`config.mk`:
```
export PLATFORM = sky130hd
export DESIGN_NAME = gpc_port
export DESIGN_NICKNAME = d
export VERILOG_FILES = /design/src/gpc_pkg.sv /design/src/gpc_port.sv /design/src/gpc_sync.sv
export SDC_FILE = /design/constraint.sdc
export NUM_CORES = 1
export LEC_CHECK = 0
export BUFFER_PORTS_ARGS = -buffer_cell sky130_fd_sc_hd__buf_4
export CAP_MARGIN = 40
export CORE_AREA = 2 2 256 258
export DETAILED_ROUTE_END_ITERATION = 16
export DIE_AREA = 0 0 258 260
export PLACE_DENSITY = 0.73
export SYNTH_ARGS = -nofsm -noshare
export SYNTH_HDL_FRONTEND = slang
export SYNTH_SLANG_ARGS = --single-unit
```
`constraint.sdc`:
```
create_clock -name pclk -period 2.35 [get_ports pclk]
set_input_delay 0.3525 -clock pclk [delete_from_list [all_inputs] [get_ports pclk]]
set_output_delay 0.3525 -clock pclk [all_outputs]
set_load 0.1 [all_outputs]
```
`src/gpc_pkg.sv`:
```
// Package: register map, field positions and reset values of the port block
package gpc_pkg;
    // Byte offsets of the base registers (alias offsets add 4/8/12)
    localparam logic [7:0] DIR_OFF = 8'h00;
    localparam logic [7:0] LAT_OFF = 8'h10;
    localparam logic [7:0] PIN_OFF = 8'h20;
    localparam logic [7:0] ODC_OFF = 8'h30;
    localparam logic [7:0] ANS_OFF = 8'h40;
    localparam logic [7:0] CNC_OFF = 8'h50;
    localparam logic [7:0] CE0_OFF = 8'h60;
    localparam logic [7:0] CE1_OFF = 8'h70;
    localparam logic [7:0] CST_OFF = 8'h80;
    localparam logic [7:0] CEF_OFF = 8'h90;
    localparam logic [7:0] MRG_OFF = 8'ha0;
    localparam logic [7:0] WIDE_OFF = 8'hb0;
    // Alias selector in address bits 3:2
    localparam logic [1:0] AL_BASE = 2'h0;
    localparam logic [1:0] AL_CLR = 2'h1;
    localparam logic [1:0] AL_SET = 2'h2;
    localparam logic [1:0] AL_INV = 2'h3;
    // Control register fields
    localparam int CN_ON_BIT = 15;
    localparam int CN_STYLE_BIT = 11;
    localparam int MRG_BIT = 0;
    // Reset values
    localparam logic [15:0] DIR_RST = 16'hffff;
    localparam logic [15:0] ANS_RST = 16'hffff;
    localparam logic [15:0] ZERO_RST = 16'h0000;
    // Read path depth in system clocks
    localparam int SYNC_STAGES = 3;
endpackage

```
`src/gpc_port.sv`:
```
// Two-port GPIO block with atomic aliases, merging and change notify
//
// Decided for this implementation: the address map and the APB register port.
`timescale 1ns/100ps
module gpc_port #(
    parameter int PW = 16
) (
    input wire logic pclk,
    input wire logic presetn,
    input wire logic psel,
    input wire logic penable,
    input wire logic pwrite,
    input wire logic [11:0] paddr,
    input wire logic [31:0] pwdata,
    output logic [31:0] prdata,
    output logic pready,
    output logic pslverr,
    input wire logic [2*PW-1:0] pin_in,
    output logic [2*PW-1:0] pin_out,
    output logic [2*PW-1:0] pin_oe_n,
    output logic [2*PW-1:0] analog_mode,
    output logic [1:0] change_irq
);
    localparam int NP = 2;

    // Per-port state, index 0 is the lower port
    logic [PW-1:0] direction_reg [NP], direction_next [NP];
    logic [PW-1:0] output_latch_reg [NP], output_latch_next [NP];
    logic [PW-1:0] open_drain_ctrl_reg [NP], open_drain_ctrl_next [NP];
    logic [PW-1:0] analog_select_reg [NP], analog_select_next [NP];
    logic [PW-1:0] change_notify_ctrl_reg [NP], change_notify_ctrl_next [NP];
    logic [PW-1:0] change_enable_low_reg [NP], change_enable_low_next [NP];
    logic [PW-1:0] change_enable_high_reg [NP], change_enable_high_next [NP];
    logic [PW-1:0] change_status_reg [NP], change_status_next [NP];
    logic [PW-1:0] change_event_flag_reg [NP], change_event_flag_next [NP];
    logic [PW-1:0] last_read_reg [NP], last_read_next [NP];
    logic [PW-1:0] prev_pin_reg [NP], prev_pin_next [NP];
    logic wide_merge_enable_reg, wide_merge_enable_next;
    logic [31:0] prdata_reg, prdata_next;

    // Synchronised pin levels
    logic [2*PW-1:0] pin_sync;
    logic [PW-1:0] pin_level [NP];

    // Bus decode
    logic wr_en, rd_en, hit;
    logic [1:0] alias_sel;
    logic [7:0] base_off;
    logic [0:0] port_sel;

    // Pins pass three flip-flops before the read path sees them
    gpc_sync #(
        .WIDTH(2*PW),
        .STAGES(gpc_pkg::SYNC_STAGES)
    ) u_sync (
        .pclk(pclk),
        .presetn(presetn),
        .d(pin_in),
        .q(pin_sync)
    );

    // Analog pins read as low level
    always_comb
    begin
        for (int p = 0; p < NP; p++)
        begin
            pin_level[p] = pin_sync[p*PW +: PW] & ~analog_select_reg[p];
        end
    end

    // Address split: bit 8 picks port, 7:4 register, 3:2 alias
    assign port_sel = paddr[8];
    assign base_off = {paddr[7:4], 4'h0};
    assign alias_sel = paddr[3:2];
    assign wr_en = psel & penable & pwrite;
    assign rd_en = psel & penable & ~pwrite;
    // Zero wait states; every access completes in one access cycle
    assign pready = 1'b1;
    assign pslverr = psel & penable & ~hit;

    // Apply a write through base or alias form
    function automatic logic [PW-1:0] apply_wr(
        input logic [PW-1:0] cur,
        input logic [1:0] sel,
        input logic [PW-1:0] val
    );
        logic [PW-1:0] r;
        r = cur;
        unique case (sel)
            gpc_pkg::AL_BASE: r = val;
            gpc_pkg::AL_CLR: r = cur & ~val;
            gpc_pkg::AL_SET: r = cur | val;
            gpc_pkg::AL_INV: r = cur ^ val;
        endcase
        return r;
    endfunction

    // Next-state logic for registers, detection and read data
    always_comb
    begin
        logic [PW-1:0] wd;
        logic [PW-1:0] evt;
        logic [PW-1:0] rise;
        logic [PW-1:0] fall;
        logic [PW-1:0] mism;
        logic wsel;
        logic [PW-1:0] mrg;
        wd = pwdata[PW-1:0];
        mrg = '0;
        evt = '0;
        rise = '0;
        fall = '0;
        mism = '0;
        wsel = 1'b0;
        hit = 1'b0;
        prdata_next = prdata_reg;
        wide_merge_enable_next = wide_merge_enable_reg;
        direction_next = direction_reg;
        output_latch_next = output_latch_reg;
        open_drain_ctrl_next = open_drain_ctrl_reg;
        analog_select_next = analog_select_reg;
        change_notify_ctrl_next = change_notify_ctrl_reg;
        change_enable_low_next = change_enable_low_reg;
        change_enable_high_next = change_enable_high_reg;
        change_status_next = change_status_reg;
        change_event_flag_next = change_event_flag_reg;
        last_read_next = last_read_reg;
        prev_pin_next = pin_level;
        // Merge and wide view live only in the lower port's space
        if (base_off == gpc_pkg::MRG_OFF || base_off == gpc_pkg::WIDE_OFF)
        begin
            hit = (port_sel == 1'b0);
        end
        else
        begin
            hit = (base_off <= gpc_pkg::CEF_OFF);
        end
        for (int p = 0; p < NP; p++)
        begin
            wsel = wr_en && (port_sel == p[0]);
            if (wsel)
            begin
                unique case (base_off)
                    gpc_pkg::DIR_OFF: direction_next[p] =
                        apply_wr(direction_reg[p], alias_sel, wd);
                    // Pin-level address writes land in the latch
                    gpc_pkg::LAT_OFF, gpc_pkg::PIN_OFF: output_latch_next[p] =
                        apply_wr(output_latch_reg[p], alias_sel, wd);
                    gpc_pkg::ODC_OFF: open_drain_ctrl_next[p] =
                        apply_wr(open_drain_ctrl_reg[p], alias_sel, wd);
                    gpc_pkg::ANS_OFF: analog_select_next[p] =
                        apply_wr(analog_select_reg[p], alias_sel, wd);
                    gpc_pkg::CNC_OFF: change_notify_ctrl_next[p] =
                        apply_wr(change_notify_ctrl_reg[p], alias_sel, wd);
                    gpc_pkg::CE0_OFF: change_enable_low_next[p] =
                        apply_wr(change_enable_low_reg[p], alias_sel, wd);
                    gpc_pkg::CE1_OFF: change_enable_high_next[p] =
                        apply_wr(change_enable_high_reg[p], alias_sel, wd);
                    gpc_pkg::CEF_OFF: change_event_flag_next[p] =
                        apply_wr(change_event_flag_reg[p], alias_sel, wd);
                    default: ;
                endcase
            end
            // Reading the pin level refreshes the mismatch reference
            if (rd_en && port_sel == p[0] && base_off == gpc_pkg::PIN_OFF
                && alias_sel == gpc_pkg::AL_BASE)
            begin
                last_read_next[p] = pin_level[p];
                change_status_next[p] = '0;
            end
            // Wide read of the lower port also counts for the upper
            if (rd_en && port_sel == 1'b0 && base_off == gpc_pkg::WIDE_OFF
                && alias_sel == gpc_pkg::AL_BASE)
            begin
                last_read_next[p] = pin_level[p];
                change_status_next[p] = '0;
            end
            // Status tracks difference from the reference in force next
            // cycle, so a read clears it instead of re-setting it
            change_status_next[p] = change_status_next[p]
                | (pin_level[p] ^ last_read_next[p]);
            rise = pin_level[p] & ~prev_pin_reg[p];
            fall = ~pin_level[p] & prev_pin_reg[p];
            mism = pin_level[p] ^ last_read_reg[p];
            if (change_notify_ctrl_reg[p][gpc_pkg::CN_STYLE_BIT])
            begin
                // Edge style: low enable rising, high enable falling
                evt = (rise & change_enable_low_reg[p])
                    | (fall & change_enable_high_reg[p]);
            end
            else
            begin
                evt = mism & change_enable_low_reg[p];
            end
            // Only enabled port and input pins raise events
            evt = evt & direction_reg[p];
            if (!change_notify_ctrl_reg[p][gpc_pkg::CN_ON_BIT])
            begin
                evt = '0;
            end
            // Hardware set wins over a same-cycle software clear
            change_event_flag_next[p] = change_event_flag_next[p] | evt;
        end
        if (wr_en && port_sel == 1'b0 && base_off == gpc_pkg::MRG_OFF)
        begin
            mrg = apply_wr({{(PW-1){1'b0}}, wide_merge_enable_reg},
                alias_sel, wd);
            wide_merge_enable_next = mrg[gpc_pkg::MRG_BIT];
        end
        // Read mux, captured at the setup edge so data stands in access
        if (psel && !penable && !pwrite)
        begin
            prdata_next = '0;
            if (alias_sel == gpc_pkg::AL_BASE && hit)
            begin
                unique case (base_off)
                    gpc_pkg::DIR_OFF: prdata_next[PW-1:0] = direction_reg[port_sel];
                    gpc_pkg::LAT_OFF: prdata_next[PW-1:0] = output_latch_reg[port_sel];
                    gpc_pkg::PIN_OFF: prdata_next[PW-1:0] = pin_level[port_sel];
                    gpc_pkg::ODC_OFF: prdata_next[PW-1:0] = open_drain_ctrl_reg[port_sel];
                    gpc_pkg::ANS_OFF: prdata_next[PW-1:0] = analog_select_reg[port_sel];
                    gpc_pkg::CNC_OFF: prdata_next[PW-1:0] = change_notify_ctrl_reg[port_sel];
                    gpc_pkg::CE0_OFF: prdata_next[PW-1:0] = change_enable_low_reg[port_sel];
                    gpc_pkg::CE1_OFF: prdata_next[PW-1:0] = change_enable_high_reg[port_sel];
                    gpc_pkg::CST_OFF: prdata_next[PW-1:0] = change_status_reg[port_sel];
                    gpc_pkg::CEF_OFF: prdata_next[PW-1:0] = change_event_flag_reg[port_sel];
                    gpc_pkg::MRG_OFF: prdata_next[gpc_pkg::MRG_BIT] = wide_merge_enable_reg;
                    // Lower port only merges with the next one
                    gpc_pkg::WIDE_OFF:
                    begin
                        prdata_next[PW-1:0] = pin_level[0];
                        if (wide_merge_enable_reg)
                        begin
                            prdata_next[2*PW-1:PW] = pin_level[1];
                        end
                    end
                    default: ;
                endcase
            end
            else
            begin
                prdata_next = '0;
            end
        end
    end

    // Register all state
    always_ff @(posedge pclk or negedge presetn)
    begin
        if (!presetn)
        begin
            for (int p = 0; p < NP; p++)
            begin
                direction_reg[p] <= gpc_pkg::DIR_RST;
                output_latch_reg[p] <= gpc_pkg::ZERO_RST;
                open_drain_ctrl_reg[p] <= gpc_pkg::ZERO_RST;
                analog_select_reg[p] <= gpc_pkg::ANS_RST;
                change_notify_ctrl_reg[p] <= gpc_pkg::ZERO_RST;
                change_enable_low_reg[p] <= gpc_pkg::ZERO_RST;
                change_enable_high_reg[p] <= gpc_pkg::ZERO_RST;
                change_status_reg[p] <= gpc_pkg::ZERO_RST;
                change_event_flag_reg[p] <= gpc_pkg::ZERO_RST;
                last_read_reg[p] <= gpc_pkg::ZERO_RST;
                prev_pin_reg[p] <= gpc_pkg::ZERO_RST;
            end
            wide_merge_enable_reg <= 1'b0;
            prdata_reg <= 32'h0000_0000;
        end
        else
        begin
            direction_reg <= direction_next;
            output_latch_reg <= output_latch_next;
            open_drain_ctrl_reg <= open_drain_ctrl_next;
            analog_select_reg <= analog_select_next;
            change_notify_ctrl_reg <= change_notify_ctrl_next;
            change_enable_low_reg <= change_enable_low_next;
            change_enable_high_reg <= change_enable_high_next;
            change_status_reg <= change_status_next;
            change_event_flag_reg <= change_event_flag_next;
            last_read_reg <= last_read_next;
            prev_pin_reg <= prev_pin_next;
            wide_merge_enable_reg <= wide_merge_enable_next;
            prdata_reg <= prdata_next;
        end
    end

    // Pad drive; analog select does not block the digital driver
    always_comb
    begin
        for (int p = 0; p < NP; p++)
        begin
            for (int b = 0; b < PW; b++)
            begin
                // Open-drain drives only low, else floats
                if (open_drain_ctrl_reg[p][b])
                begin
                    pin_out[p*PW+b] = 1'b0;
                    pin_oe_n[p*PW+b] = direction_reg[p][b]
                        | output_latch_reg[p][b];
                end
                else
                begin
                    pin_out[p*PW+b] = output_latch_reg[p][b];
                    pin_oe_n[p*PW+b] = direction_reg[p][b];
                end
            end
            analog_mode[p*PW +: PW] = analog_select_reg[p];
            // Level request; flags are sticky until software clears them
            change_irq[p] = change_notify_ctrl_reg[p][gpc_pkg::CN_ON_BIT]
                & (|change_event_flag_reg[p]);
        end
    end

    assign prdata = prdata_reg;
endmodule

```
`src/gpc_sync.sv`:
```
// Multi-stage pin synchroniser, one instance covers both ports
`timescale 1ns/100ps
module gpc_sync #(
    parameter int WIDTH = 16,
    parameter int STAGES = 3
) (
    input wire logic pclk,
    input wire logic presetn,
    input wire logic [WIDTH-1:0] d,
    output logic [WIDTH-1:0] q
);
    // Shift chain; only the last stage is read outside
    logic [WIDTH-1:0] stage_reg [STAGES];
    logic [WIDTH-1:0] stage_next [STAGES];

    // Next values: shift by one stage
    always_comb
    begin
        stage_next[0] = d;
        for (int i = 1; i < STAGES; i++)
        begin
            stage_next[i] = stage_reg[i-1];
        end
    end

    // Register the chain
    always_ff @(posedge pclk or negedge presetn)
    begin
        if (!presetn)
        begin
            for (int i = 0; i < STAGES; i++)
            begin
                stage_reg[i] <= '0;
            end
        end
        else
        begin
            stage_reg <= stage_next;
        end
    end

    assign q = stage_reg[STAGES-1];
endmodule

```
==> flow_metrics.tcl <==
set metrics [dict create \
    status "complete, no violations" \
    grt_util_all_layers_pct 34.1 \
    synth_edf_count 0 \
    hold_path_class "input pin to register" \
    ios 213 \
    drv_cap 0 \
    crit_chain "nor4_4 > buf_4 > a41oi_4 > buf_12" \
    syn2layout_area_growth_pct 17.0 \
    gp_congestion 0.935 \
    drtPass1Iterations 6 \
    synth_cells 3819 \
    cts.sinks 481 \
    vias_per_cell 6.13 \
    power_leakage_nw 19.0 \
    yosys_warnings 0 \
    powerDensity_nw_per_um2 645 \
    cp-endpoint "change_irq[1]" \
    cts_buffer_depth 3 \
    fin_cells 4928 \
    synth.area.top_cells "dfrtp_1, ha_1, a21oi_1" \
    setup_slack_ns 0.00132 \
    std_cell_rows 93 \
    tightest_slew_ns 1.33 \
    total_power_mw 26.5 \
    antenna_found_initial 2 \
    syn_area_um2 35100 \
    grt_max_degree 216 \
    vdd_drop_max_uv 649 \
    cp_max_fo 5 \
    start_util_pct 54.7 \
    yosys-top-cells-count "ha_1, a21oi_1, dfrtp_1, nor2_1, inv_1" \
    routed_wl_um 115000 \
    clk_latency_ns 0.66 \
    ant_nets 0 \
    rrSetupSlack_ns 0.43 \
    clk_pin_slew_ns 0.06 \
    hold_viol 0 \
    nets 4619 \
    dr.first_iter.drc_count 3652 \
    ys_ff_latch 481 \
    reg2reg_to "change_event_flag_reg[5]" \
    yosysSeqAreaShare_pct 34.5 \
    largest_register_ffs 64 \
    drv_slew 0 \
    worst-setup-path-type "register to output port" \
    fp.dieW_um 258 \
    r2r_start "change_notify_ctrl_reg[11]" \
    portBuffers 190 \
    post-place-cells 4788 \
    reg2reg_depth 4 \
    syn-mean-instance-area_um2 9.19 \
    cp-start-kind "register" \
    period_share_pct 99.9 \
    synth.top_cell.area_share_pct 29.7 \
    yosysTopAreaCell "dfrtp_1" \
    finalSetupViolations 0 \
    drc_errors 0 \
    layout-drive-gt1-share_pct 18.2 \
    vias 30200 \
    skew_ns 0.0221 \
    post-synth-top-count-cell "ha_1" \
    crit_arrival_ns 2.00 \
    max_slew_margin_pct 11.1 \
    ys_types 63 \
    fmaxAchievable_mhz 426 \
    dp_slack_ns -0.134 \
    max_stage_delay_ns 0.46 \
    numCtsBuffers 56 \
    async_flop_share_pct 100 \
    core_um2 64100 \
    grt_pass1_wl_um 175000 \
    syn-num-nets 4414 \
    grt_pass1_vias 27900 \
    yosys_most_used_dff "dfrtp_1" \
    finalCriticalPeriod_ns 2.35 \
    cp_data_required_time_ns 2.00 \
    end_kind "output port" \
    cts_tree "built" \
    final_core_util_pct 64.0 \
    root_buffer "clkbuf_16" \
    cp-startpoint "change_event_flag_reg[8]" \
    cp_slowest_cell "dfrtp_2" \
    die_area_um2 67100 \
    grt-ovfl-total 0 \
    avgRoutedWirePerCell_um 23.4 \
    die_h_um 260 \
    cts_max_level 2 \
    dp.final_hpwl_um 80900 \
]
==> cell type report <==
class,count,area (um^2)
multi-input cells,2783,21000
fillers,5227,23100
flip-flops and latches,481,12100
well taps,855,1070
clock buffers,92,1720
repair buffers,412,3860
clock inverters,12,201
diodes,3,7.51
inverters,290,1090
==> report_power, final <==
part,total [mW],internal [mW],leakage [nW],switching [mW]
Clock,9.20,5.43,0.929,3.77
Sequential,9.95,9.04,5.80,0.911
Combinational,7.32,2.39,12.3,4.92
==> cells by family after synthesis <==
logic type	count (synthesis)	synth area share [%]
compound gates	1071	18.6
simple gates	857	12.0
buf+inv	555	6.20
fa+ha+maj	514	18.3
flops	481	34.5
mux	308	9.48
xor+xnor	32	0.799
other cells	1	0.0107
==> layer usage <==
metal	GRT usage (%)	routed length, um
met1	46.6	47800
met2	51.9	50400
met3	9.27	12400
met4	12.1	4690
met5	0	13
==> how the worst min path moves through the flow <==
stage,start,end,cells past startpoint
floorplan,presetn,change_enable_high_reg[0],0
global placement,presetn,output_latch_reg[2],1
detailed placement,presetn,output_latch_reg[2],1
CTS,paddr[3],change_enable_high_reg[31],3
global route,paddr[3],change_enable_high_reg[31],3
finish,paddr[3],change_enable_high_reg[31],3
==> worst max-delay path, delay by kind of cell (launching register included) <==
kind	cells	cell delay (ns)
buffers and inverters	2	0.39
and+or+nand+nor	1	0.31
DFF	1	0.46
AOI/OAI and AO/OA	1	0.18
==> timing repair <==
item,4_1_cts,5_1_grt
gates resized for setup,15,16
setup endpoints to repair,4,2
buffers inserted,0,0
pin swaps,0,6
hold buffers,33,0
hold endpoints to repair,247,0
==> layout by cell type (no fill, tap or decap), types with 79 or more instances in the layout <==
cell,instances
mux2i_1,144
a21oi_1,468
nor2_1,310
dfrtp_1,410
nand2_1,188
mux2_2,146
o21ai_0,99
inv_1,289
buf_4,321
o22ai_1,79
nor2b_1,113
a211oi_1,151
ha_1,514
nor3_1,80
==> per-stage QoR <==
stage | hold WS, ns | instance area (um^2) | setup TNS, ns
after floorplan | 0.0569 | 35100 | 0
after detailed placement | 0.241 | 38600 | -2.03
final | 0.113 | 41000 | 0
after CTS | 0.0954 | 41000 | -0.00797
after global routing | 0.103 | 41000 | -0.0572
after global placement | 0.240 | 38600 | -1.72
Note: power is estimated with default switching activity, not from simulation.
